===== src/tlbrw_pkg.sv =====
// Shared constants and types for the TLB maintenance path
package tlbrw_pkg;

  // ****************************************************************
  // Sizes
  // ****************************************************************
  localparam int TLB_ENTRIES = 16;
  localparam int IDX_W = 4;
  localparam int VIRTUAL_PAGE_PAIR_W = 19;
  localparam int ADDRESS_SPACE_TAG_W = 8;
  localparam int MASK_W = 12;
  localparam int PFN_W = 20;
  localparam int CA_W = 3;
  localparam int APB_ADDR_W = 8;
  localparam int IRQ_W = 2;
  localparam int CMD_W = 2;
  localparam logic [IDX_W-1:0] RND_RESET = 4'hF;
  localparam logic [IDX_W-1:0] RND_LAST = 4'h0;

  // ****************************************************************
  // Register byte offsets
  // ****************************************************************
  localparam logic [APB_ADDR_W-1:0] OFF_ENTRY_HIGH = 8'h00;
  localparam logic [APB_ADDR_W-1:0] OFF_EVEN_LOW = 8'h04;
  localparam logic [APB_ADDR_W-1:0] OFF_ODD_LOW = 8'h08;
  localparam logic [APB_ADDR_W-1:0] OFF_PAGE_SIZE = 8'h0C;
  localparam logic [APB_ADDR_W-1:0] OFF_INDEX = 8'h10;
  localparam logic [APB_ADDR_W-1:0] OFF_RANDOM = 8'h14;
  localparam logic [APB_ADDR_W-1:0] OFF_MODE = 8'h18;
  localparam logic [APB_ADDR_W-1:0] OFF_COMMAND = 8'h1C;
  localparam logic [APB_ADDR_W-1:0] OFF_IRQ_STATUS = 8'h20;
  localparam logic [APB_ADDR_W-1:0] OFF_IRQ_ENABLE = 8'h24;
  localparam logic [APB_ADDR_W-1:0] OFF_IRQ_CLEAR = 8'h28;

  // ****************************************************************
  // Field positions and writable masks
  // ****************************************************************
  localparam int HI_VIRTUAL_PAGE_PAIR_LSB = 13;
  localparam int HI_ADDRESS_SPACE_TAG_LSB = 0;
  localparam int LO_PFN_LSB = 6;
  localparam int LO_C_LSB = 3;
  localparam int LO_D_BIT = 2;
  localparam int LO_V_BIT = 1;
  localparam int LO_G_BIT = 0;
  localparam int PM_MASK_LSB = 13;
  localparam logic [31:0] HI_WMASK = 32'hFFFFE0FF;
  localparam logic [31:0] LO_WMASK = 32'h03FFFFFF;
  localparam logic [31:0] PM_WMASK = 32'h01FFE000;
  localparam int MODE_CU0_BIT = 0;
  localparam int MODE_UM_BIT = 1;
  localparam int MODE_EXL_BIT = 2;
  localparam int MODE_ERL_BIT = 3;
  localparam int MODE_BAT_BIT = 4;
  localparam int IRQ_DONE_BIT = 0;
  localparam int IRQ_UNUSABLE_BIT = 1;

  // ****************************************************************
  // Commands, states and carriers
  // ****************************************************************
  localparam logic [CMD_W-1:0] CMD_NONE = 2'h0;
  localparam logic [CMD_W-1:0] CMD_READ = 2'h1;
  localparam logic [CMD_W-1:0] CMD_WRITE_IDX = 2'h2;
  localparam logic [CMD_W-1:0] CMD_WRITE_RND = 2'h3;

  typedef enum logic [1:0] {
    ST_IDLE = 2'b00,
    ST_EXEC = 2'b01,
    ST_FIN = 2'b11
  } tlbrw_state_t;

  typedef struct packed {
    logic cp0_usable;
    logic user_mode_flag;
    logic exception_level;
    logic error_level;
  } tlbrw_priv_t;

  typedef struct packed {
    logic [MASK_W-1:0] mask;
    logic [VIRTUAL_PAGE_PAIR_W-1:0] virtual_page_pair;
    logic [ADDRESS_SPACE_TAG_W-1:0] address_space_tag;
    logic g;
    logic [PFN_W-1:0] physical_frame1;
    logic [CA_W-1:0] c1;
    logic d1;
    logic v1;
    logic [PFN_W-1:0] physical_frame0;
    logic [CA_W-1:0] c0;
    logic d0;
    logic v0;
  } tlbrw_entry_t;

endpackage


===== src/tlbrw_tlb_array.sv =====
// TLB entry storage with one write port and one read port
`timescale 1ns/1ps
module tlbrw_tlb_array import tlbrw_pkg::*; (
  // Clock and reset
  input wire logic ref_clk,
  input wire logic reset,
  // Write port
  input wire logic we,
  input wire logic [IDX_W-1:0] widx,
  input wire tlbrw_entry_t wdata,
  // Read port
  input wire logic [IDX_W-1:0] ridx,
  output tlbrw_entry_t rdata
);

  tlbrw_entry_t entries [TLB_ENTRIES];

  always_ff @(posedge ref_clk) begin
    for (int i = 0; i < TLB_ENTRIES; i++) begin
      if (reset) begin
        entries[i] <= '0;
      end else if (we && widx == IDX_W'(i)) begin
        entries[i] <= wdata;
      end
    end
  end

  assign rdata = entries[ridx];
endmodule // tlbrw_tlb_array


===== src/tlbrw_replace_ptr.sv =====
// Free-running replacement pointer for random writes
`timescale 1ns/1ps
module tlbrw_replace_ptr import tlbrw_pkg::*; (
  // Clock and reset
  input wire logic ref_clk,
  input wire logic reset,
  // Pointer
  output logic [IDX_W-1:0] rnd_ptr
);

  logic [IDX_W-1:0] ptr_reg;
  logic [IDX_W-1:0] ptr_next;

  // Counts down and wraps to the top entry, never past the array
  always_comb begin
    if (ptr_reg == RND_LAST) begin
      ptr_next = RND_RESET;
    end else begin
      ptr_next = ptr_reg - IDX_W'(1);
    end
  end

  always_ff @(posedge ref_clk) begin
    if (reset) begin
      ptr_reg <= RND_RESET;
    end else begin
      ptr_reg <= ptr_next;
    end
  end

  assign rnd_ptr = ptr_reg;
endmodule // tlbrw_replace_ptr


===== src/tlbrw_maint.sv =====
// TLB entry read and write maintenance block with APB registers
`timescale 1ns/1ps
module tlbrw_maint import tlbrw_pkg::*; (
  // Clock and reset
  input wire logic ref_clk,
  input wire logic reset,
  // APB slave
  input wire logic psel,
  input wire logic penable,
  input wire logic pwrite,
  input wire logic [APB_ADDR_W-1:0] paddr,
  input wire logic [31:0] pwdata,
  output logic [31:0] prdata,
  output logic pready,
  output logic pslverr,
  // Events
  output logic irq,
  output logic cp0_unusable_exc
);

  // ****************************************************************
  // Decoding functions
  // ****************************************************************
  function automatic logic op_allowed(input tlbrw_priv_t p);
    op_allowed = p.cp0_usable || !p.user_mode_flag ||
                 p.exception_level || p.error_level;
  endfunction

  function automatic logic addr_mapped(input logic [APB_ADDR_W-1:0] a);
    case (a)
      OFF_ENTRY_HIGH, OFF_EVEN_LOW, OFF_ODD_LOW, OFF_PAGE_SIZE,
      OFF_INDEX, OFF_RANDOM, OFF_MODE, OFF_COMMAND,
      OFF_IRQ_STATUS, OFF_IRQ_ENABLE, OFF_IRQ_CLEAR: addr_mapped = 1'b1;
      default: addr_mapped = 1'b0;
    endcase
  endfunction

  function automatic logic [31:0] pack_low(
    input logic [PFN_W-1:0] physical_frame,
    input logic [CA_W-1:0] ca,
    input logic d,
    input logic v,
    input logic g
  );
    logic [31:0] w;
    w = '0;
    w[LO_PFN_LSB +: PFN_W] = physical_frame;
    w[LO_C_LSB +: CA_W] = ca;
    w[LO_D_BIT] = d;
    w[LO_V_BIT] = v;
    w[LO_G_BIT] = g;
    pack_low = w;
  endfunction

  // ****************************************************************
  // Declarations
  // ****************************************************************
  logic [31:0] entry_high_reg;
  logic [31:0] even_page_low_reg;
  logic [31:0] odd_page_low_reg;
  logic [31:0] page_size_reg;
  logic [IDX_W-1:0] index_reg;
  tlbrw_priv_t priv_reg;
  logic bat_mode_reg;
  logic [CMD_W-1:0] cmd_reg;
  logic [IRQ_W-1:0] irq_status_reg;
  logic [IRQ_W-1:0] irq_enable_reg;
  logic [IRQ_W-1:0] irq_set;
  logic [31:0] prdata_reg;
  logic [31:0] rd_mux;
  logic exc_reg;
  tlbrw_state_t state_reg;
  tlbrw_state_t state_next;
  logic wr_access;
  logic cmd_write;
  logic exec_ok;
  logic exec_bad;
  logic do_read;
  logic tlb_we;
  logic [IDX_W-1:0] tlb_widx;
  logic [IDX_W-1:0] rnd_ptr;
  tlbrw_entry_t tlb_wdata;
  tlbrw_entry_t rd_entry;
  logic [VIRTUAL_PAGE_PAIR_W-1:0] virtual_page_pair_masked;

  // ****************************************************************
  // Submodules
  // ****************************************************************
  tlbrw_tlb_array tlbrw_tlb_array_i (
    .ref_clk(ref_clk),
    .reset(reset),
    .we(tlb_we),
    .widx(tlb_widx),
    .wdata(tlb_wdata),
    .ridx(index_reg),
    .rdata(rd_entry)
  );

  tlbrw_replace_ptr tlbrw_replace_ptr_i (
    .ref_clk(ref_clk),
    .reset(reset),
    .rnd_ptr(rnd_ptr)
  );

  // ****************************************************************
  // APB handshake
  // ****************************************************************
  // Bus waits while an op runs so staging regs never see two writers
  assign pready = (state_reg == ST_IDLE);
  assign pslverr = psel && penable && pready && !addr_mapped(paddr);
  assign wr_access = psel && penable && pready && pwrite;
  assign cmd_write = wr_access && paddr == OFF_COMMAND &&
                     pwdata[CMD_W-1:0] != CMD_NONE;
  assign prdata = prdata_reg;

  always_comb begin
    rd_mux = '0;
    case (paddr)
      OFF_ENTRY_HIGH: rd_mux = entry_high_reg;
      OFF_EVEN_LOW: rd_mux = even_page_low_reg;
      OFF_ODD_LOW: rd_mux = odd_page_low_reg;
      OFF_PAGE_SIZE: rd_mux = page_size_reg;
      OFF_INDEX: rd_mux = {{(32-IDX_W){1'b0}}, index_reg};
      OFF_RANDOM: rd_mux = {{(32-IDX_W){1'b0}}, rnd_ptr};
      OFF_MODE: begin
        rd_mux[MODE_CU0_BIT] = priv_reg.cp0_usable;
        rd_mux[MODE_UM_BIT] = priv_reg.user_mode_flag;
        rd_mux[MODE_EXL_BIT] = priv_reg.exception_level;
        rd_mux[MODE_ERL_BIT] = priv_reg.error_level;
        rd_mux[MODE_BAT_BIT] = bat_mode_reg;
      end
      OFF_IRQ_STATUS: rd_mux = {{(32-IRQ_W){1'b0}}, irq_status_reg};
      OFF_IRQ_ENABLE: rd_mux = {{(32-IRQ_W){1'b0}}, irq_enable_reg};
      default: rd_mux = '0;
    endcase
  end

  always_ff @(posedge ref_clk) begin
    if (reset) begin
      prdata_reg <= '0;
    end else if (psel && !pwrite) begin
      prdata_reg <= rd_mux;
    end
  end

  // ****************************************************************
  // Op sequencer
  // ****************************************************************
  always_comb begin
    case (state_reg)
      ST_IDLE: state_next = cmd_write ? ST_EXEC : ST_IDLE;
      ST_EXEC: state_next = ST_FIN;
      ST_FIN: state_next = ST_IDLE;
      default: state_next = ST_IDLE;
    endcase
  end
  always_ff @(posedge ref_clk) begin
    if (reset) begin
      state_reg <= ST_IDLE;
    end else begin
      state_reg <= state_next;
    end
  end
  always_ff @(posedge ref_clk) begin
    if (reset) begin
      cmd_reg <= CMD_NONE;
    end else if (cmd_write) begin
      cmd_reg <= pwdata[CMD_W-1:0];
    end
  end
  assign exec_ok = state_reg == ST_EXEC && op_allowed(priv_reg);
  assign exec_bad = state_reg == ST_EXEC && !op_allowed(priv_reg);
  assign do_read = exec_ok && cmd_reg == CMD_READ;
  // ****************************************************************
  // Entry write path
  // ****************************************************************
  assign tlb_we = exec_ok && (cmd_reg == CMD_WRITE_IDX ||
                              cmd_reg == CMD_WRITE_RND);
  assign tlb_widx = (cmd_reg == CMD_WRITE_RND) ? rnd_ptr : index_reg;

  always_comb begin
    tlb_wdata.mask = page_size_reg[PM_MASK_LSB +: MASK_W];
    tlb_wdata.virtual_page_pair = entry_high_reg[HI_VIRTUAL_PAGE_PAIR_LSB +: VIRTUAL_PAGE_PAIR_W];
    tlb_wdata.address_space_tag = entry_high_reg[HI_ADDRESS_SPACE_TAG_LSB +: ADDRESS_SPACE_TAG_W];
    tlb_wdata.g = even_page_low_reg[LO_G_BIT] &
                  odd_page_low_reg[LO_G_BIT];
    tlb_wdata.physical_frame1 = odd_page_low_reg[LO_PFN_LSB +: PFN_W];
    tlb_wdata.c1 = odd_page_low_reg[LO_C_LSB +: CA_W];
    tlb_wdata.d1 = odd_page_low_reg[LO_D_BIT];
    tlb_wdata.v1 = odd_page_low_reg[LO_V_BIT];
    tlb_wdata.physical_frame0 = even_page_low_reg[LO_PFN_LSB +: PFN_W];
    tlb_wdata.c0 = even_page_low_reg[LO_C_LSB +: CA_W];
    tlb_wdata.d0 = even_page_low_reg[LO_D_BIT];
    tlb_wdata.v0 = even_page_low_reg[LO_V_BIT];
  end

  // ****************************************************************
  // Staging registers
  // ****************************************************************
  assign virtual_page_pair_masked = rd_entry.virtual_page_pair &
    ~{{(VIRTUAL_PAGE_PAIR_W-MASK_W){1'b0}}, rd_entry.mask};

  always_ff @(posedge ref_clk) begin
    if (reset) begin
      entry_high_reg <= '0;
    end else if (do_read) begin
      entry_high_reg <= '0;
      entry_high_reg[HI_VIRTUAL_PAGE_PAIR_LSB +: VIRTUAL_PAGE_PAIR_W] <= virtual_page_pair_masked;
      entry_high_reg[HI_ADDRESS_SPACE_TAG_LSB +: ADDRESS_SPACE_TAG_W] <= bat_mode_reg ?
        '0 : rd_entry.address_space_tag;
    end else if (wr_access && paddr == OFF_ENTRY_HIGH) begin
      entry_high_reg <= pwdata & HI_WMASK;
    end
  end
  always_ff @(posedge ref_clk) begin
    if (reset) begin
      even_page_low_reg <= '0;
    end else if (do_read) begin
      even_page_low_reg <= pack_low(rd_entry.physical_frame0, rd_entry.c0,
        rd_entry.d0, rd_entry.v0, rd_entry.g);
    end else if (wr_access && paddr == OFF_EVEN_LOW) begin
      even_page_low_reg <= pwdata & LO_WMASK;
    end
  end
  always_ff @(posedge ref_clk) begin
    if (reset) begin
      odd_page_low_reg <= '0;
    end else if (do_read) begin
      odd_page_low_reg <= pack_low(rd_entry.physical_frame1, rd_entry.c1,
        rd_entry.d1, rd_entry.v1, rd_entry.g);
    end else if (wr_access && paddr == OFF_ODD_LOW) begin
      odd_page_low_reg <= pwdata & LO_WMASK;
    end
  end
  always_ff @(posedge ref_clk) begin
    if (reset) begin
      page_size_reg <= '0;
    end else if (do_read) begin
      page_size_reg <= '0;
      page_size_reg[PM_MASK_LSB +: MASK_W] <= rd_entry.mask;
    end else if (wr_access && paddr == OFF_PAGE_SIZE) begin
      page_size_reg <= pwdata & PM_WMASK;
    end
  end
  // Index holds only enough bits to address the array's 16 entries
  always_ff @(posedge ref_clk) begin
    if (reset) begin
      index_reg <= '0;
    end else if (wr_access && paddr == OFF_INDEX) begin
      index_reg <= pwdata[IDX_W-1:0];
    end
  end
  always_ff @(posedge ref_clk) begin
    if (reset) begin
      priv_reg <= '0;
      bat_mode_reg <= 1'b0;
    end else if (wr_access && paddr == OFF_MODE) begin
      priv_reg.cp0_usable <= pwdata[MODE_CU0_BIT];
      priv_reg.user_mode_flag <= pwdata[MODE_UM_BIT];
      priv_reg.exception_level <= pwdata[MODE_EXL_BIT];
      priv_reg.error_level <= pwdata[MODE_ERL_BIT];
      bat_mode_reg <= pwdata[MODE_BAT_BIT];
    end
  end

  // ****************************************************************
  // Exception and interrupts
  // ****************************************************************
  always_ff @(posedge ref_clk) begin
    if (reset) begin
      exc_reg <= 1'b0;
    end else begin
      exc_reg <= exec_bad;
    end
  end
  assign cp0_unusable_exc = exc_reg;
  always_comb begin
    irq_set = '0;
    irq_set[IRQ_DONE_BIT] = state_reg == ST_FIN;
    irq_set[IRQ_UNUSABLE_BIT] = exec_bad;
  end
  // A new event in the clearing cycle survives the clear
  always_ff @(posedge ref_clk) begin
    if (reset) begin
      irq_status_reg <= '0;
    end else if (wr_access && paddr == OFF_IRQ_CLEAR) begin
      irq_status_reg <= (irq_status_reg & ~pwdata[IRQ_W-1:0]) | irq_set;
    end else begin
      irq_status_reg <= irq_status_reg | irq_set;
    end
  end
  always_ff @(posedge ref_clk) begin
    if (reset) begin
      irq_enable_reg <= '0;
    end else if (wr_access && paddr == OFF_IRQ_ENABLE) begin
      irq_enable_reg <= pwdata[IRQ_W-1:0];
    end
  end
  assign irq = |(irq_status_reg & irq_enable_reg);
endmodule // tlbrw_maint


===== config.mk =====
export PLATFORM = sky130hd
export DESIGN_NAME = tlbrw_maint
export DESIGN_NICKNAME = d
export VERILOG_FILES = /design/src/tlbrw_pkg.sv /design/src/tlbrw_tlb_array.sv /design/src/tlbrw_replace_ptr.sv /design/src/tlbrw_maint.sv
export SDC_FILE = /design/constraint.sdc
export NUM_CORES = 2
export LEC_CHECK = 0
export BUFFER_PORTS_ARGS = -buffer_cell sky130_fd_sc_hd__buf_2
export CAP_MARGIN = 30
export CORE_AREA = 2 2 453 455
export CTS_CLUSTER_SIZE = 30
export DETAILED_ROUTE_END_ITERATION = 16
export DIE_AREA = 0 0 455 457
export SYNTH_ARGS = -nofsm -noshare
export SYNTH_HDL_FRONTEND = slang
export SYNTH_HIERARCHICAL = 1
export SYNTH_SLANG_ARGS = --single-unit

===== constraint.sdc =====
create_clock -name ref_clk -period 11.8 [get_ports ref_clk]
set_input_delay 1.18 -clock ref_clk [delete_from_list [all_inputs] [get_ports ref_clk]]
set_output_delay 1.18 -clock ref_clk [all_outputs]
set_load 0.02 [all_outputs]

==> results.cfg <==
[synth]
synth_edf_count = 1440
synth-main-ff-cell = edfxtp_1
syn_inst = 4695
ys_types = 53
synth_area_um2 = 70800
synth_seq_area_share = 0.652
async_reset_ff_frac = 0
syn_area_per_cell_um2 = 15.1
synthesis.nets = 4741
ys_warn_count = 6
ys_seq_elements = 1585

[placement]
io_buffers = 80
dpl_worst_slack_ns = 6.74
gp_congestion = 0.789
dp.cells = 7153
placed_area_um2 = 74400
dpl.hpwl_um = 112000

[power]
swShare = 0.216
intPower_mw = 9.23
vdd_drop_max_v = 0.000167
p_clk_frac = 0.430
p_leak_nw = 27.1
switchingPower_mw = 2.54
finalPower_mw = 11.8
pwr-share-seq = 0.540
combPwrFrac = 0.030
power_density_nw_per_um2 = 148

[timing]
final-setup-viol-count = 0
worst_slew_pin_slew_ns = 1.10
relSlewSlack = 0.267
period_share = 0.428
rsz0062_at_grt = false
holdWs_ns = 0.482
finalWorstSetupSlack_ns = 6.75
finalClockSkew_ns = 0.0302
setup_tns_ns = 0
slew_viol_final = 0
period_needed_ns = 5.05
hold_viol = 0
fmax_mhz = 198

[global_route]
grt_use_total = 0.205
antenna_found_initial = 13
grt_max_degree = 102
overflow = 0
grt_pass1_vias = 41900
grt_pass1_wl_um = 308000

[routing]
routedWlPerCell_um = 28.7
first_iter_violations = 4454
drt_pass1_iterations = 5
vias_per_cell = 5.51
via_count = 41100
drc_errors = 0
wirelength_um = 214000
antenna_left = 0

[critical_path]
crit_family = buffers and inverters
crit_path_top_delay_cell = dfxtp_4
path_depth = 11
worst-path-max-fanout = 48
worstPathCellList = buf_4, buf_4, buf_4, buf_4, buf_16, mux4_2, a22oi_1, nand2_1, inv_1, a21oi_1, a2111oi_2
ff2ff_setup_slack_ns = 6.75
r2r-start = index_reg[1]$_SDFFE_PP0P_
crit_arrival_ns = 5.76
end_kind = flip-flop
crit_type = flip-flop to flip-flop
cp_common_cell = buf_4
rr_endpoint = entry_high_reg[19]$_SDFFE_PP0P_
cp_slowest_stage_delay_ns = 0.87
path_buf_inv = 6
crit_path_start_kind = flip-flop
ff2ff_path_depth = 11
crit_required_ns = 12.51

[floorplanning]
core_area_um2 = 203000
rows = 166
die-width_um = 455
die-area_um2 = 208000
start_util = 0.348
io_pins = 81
die_h_um = 457

[outcome]
status = complete, no violations

[cells_and_area]
fin_area_um2 = 79700
final_cells = 7457
fin_util = 0.392
drive_gt1_frac = 0.189
layout-area-overhead-vs-synth_pct = 12.5
nets = 4679
largest_register_ffs = 1440
fillerInstances = 18300

[clock_network]
clock_sinks = 1585
cts_setup_buffers = 0
clkLatencyLatePin_ns = 0.82
cts_tree = done
clock-root-buffer = clkbuf_16
postCtsHoldBufs = 0
cts_buffer_depth = 3
clk_pin_slew_ns = 0.06
cts_max_level = 4
cts_buffers = 161
ctsResizeCount = 0

[hold_path]
min_to = prdata[1]$_SDFFE_PP0P_
hold_class = flip-flop to flip-flop
whs_path_depth = 1
hp-start = prdata[1]$_SDFFE_PP0P_

[job]
cap_violations = 0
[cell families after synthesis]
| logic type | synth area share |
|---|---|
| buffers and inverters | 0.0261 |
| AND/OR/NAND/NOR | 0.156 |
| AO/OA/AOI/OAI | 0.0435 |
| flip-flops | 0.652 |
| XOR/XNOR | 0.000124 |
| adder cells (fa/ha/maj) | 0.000177 |
| multiplexers | 0.122 |
[synth_stat cells (all sizes together) (2+ instances only)]
cell type	n	share of area
nand4	5	0.00044
or2	2	0.00018
or4b	2	0.00034
a22o	11	0.0014
edfxtp	1440	0.61
dfxtp	145	0.041
mux2	5	0.00079
or4	2	0.00027
a22oi	223	0.024
and2	1452	0.13
clkbuf	345	0.018
o2bb2ai	2	0.00025
inv	19	0.0010
o31ai	2	0.00021
nand2b	7	0.00062
nand3	3	0.00021
nor3	98	0.0071
nand4bb	2	0.00032
buf	86	0.0068
a21oi	37	0.0027
mux2i	17	0.0024
nand2	131	0.0069
o22ai	2	0.00018
a311oi	4	0.00049
o21bai	19	0.0020
o21ai	12	0.00085
a2111oi	62	0.011
nor4	16	0.0016
nand3b	3	0.00032
nor2	149	0.0083
mux4	374	0.12
a21o	2	0.00021
nor2b	6	0.00053
nor4b	4	0.00067
[power groups by stage]
stage               combinational (mW)  sequential (mW)  clock [mW]
detailed placement               0.350             6.48           0
global route                     0.364             6.37        5.32
global placement                 0.345             6.47           0
CTS                              0.351             6.36        5.12
floorplan                        0.183             6.48           0
finish                           0.354             6.36        5.06
[cell usage in the layout (no fill, tap or decap), types with 30 or more instances in the layout]
cell,count
nor2_1,131
a2111oi_2,42
buf_4,100
clkbuf_1,47
edfxtp_1,1440
clkbuf_16,162
dfxtp_1,143
a22oi_1,223
nor3_1,96
buf_2,79
clkinv_1,30
mux4_2,374
and2_1,1448
nand2_1,131
a21oi_1,36
[worst register-to-register path, cell delays in order, from the launching register on]
cell and delay, ns:
dfxtp_4 0.87, buf_4 0.75, buf_4 0.69, buf_4 0.60
buf_4 0.55, buf_16 0.33, mux4_2 0.37, a22oi_1 0.22
nand2_1 0.12, inv_1 0.07, a21oi_1 0.07, a2111oi_2 0.31
[worst max path at each step]
| stage | start | end |
|---|---|---|
| global route | index_reg[1]$_SDFFE_PP0P_ | entry_high_reg[18]$_SDFFE_PP0P_ |
| finish | index_reg[1]$_SDFFE_PP0P_ | entry_high_reg[19]$_SDFFE_PP0P_ |
| CTS | index_reg[1]$_SDFFE_PP0P_ | entry_high_reg[19]$_SDFFE_PP0P_ |
| global placement | index_reg[1]$_SDFFE_PP0P_ | entry_high_reg[18]$_SDFFE_PP0P_ |
| detailed placement | index_reg[1]$_SDFFE_PP0P_ | entry_high_reg[19]$_SDFFE_PP0P_ |
| floorplan | cmd_reg[1]$_SDFFE_PP0P_ | tlbrw_tlb_array_i/entries[4][0]$_SDFFCE_PN0P_ |
[routing by layer]
layer  vias to the layer above  global-route usage  wire length [µm]
met5                         -                   0                 0
met4                         0              0.0777              7820
met3                       379              0.0274             15000
met2                      1796               0.353            109000
met1                     21600               0.260             82600
li1                      17300                   -                 -
[final cells by class]
cell class	instances	area (µm²)	share of cell area
Timing Repair Buffer	206	1780	0.0224
Clock buffer	227	4480	0.0562
Tap cell	2688	3360	0.0422
Sequential cell	1585	46200	0.579
Multi-Input combinational cell	2660	23200	0.291
Antenna cell	3	7.51	0.0000942
Inverter	19	71.3	0.000895
Clock inverter	69	666	0.00835
(Power assumes the default switching activity.)
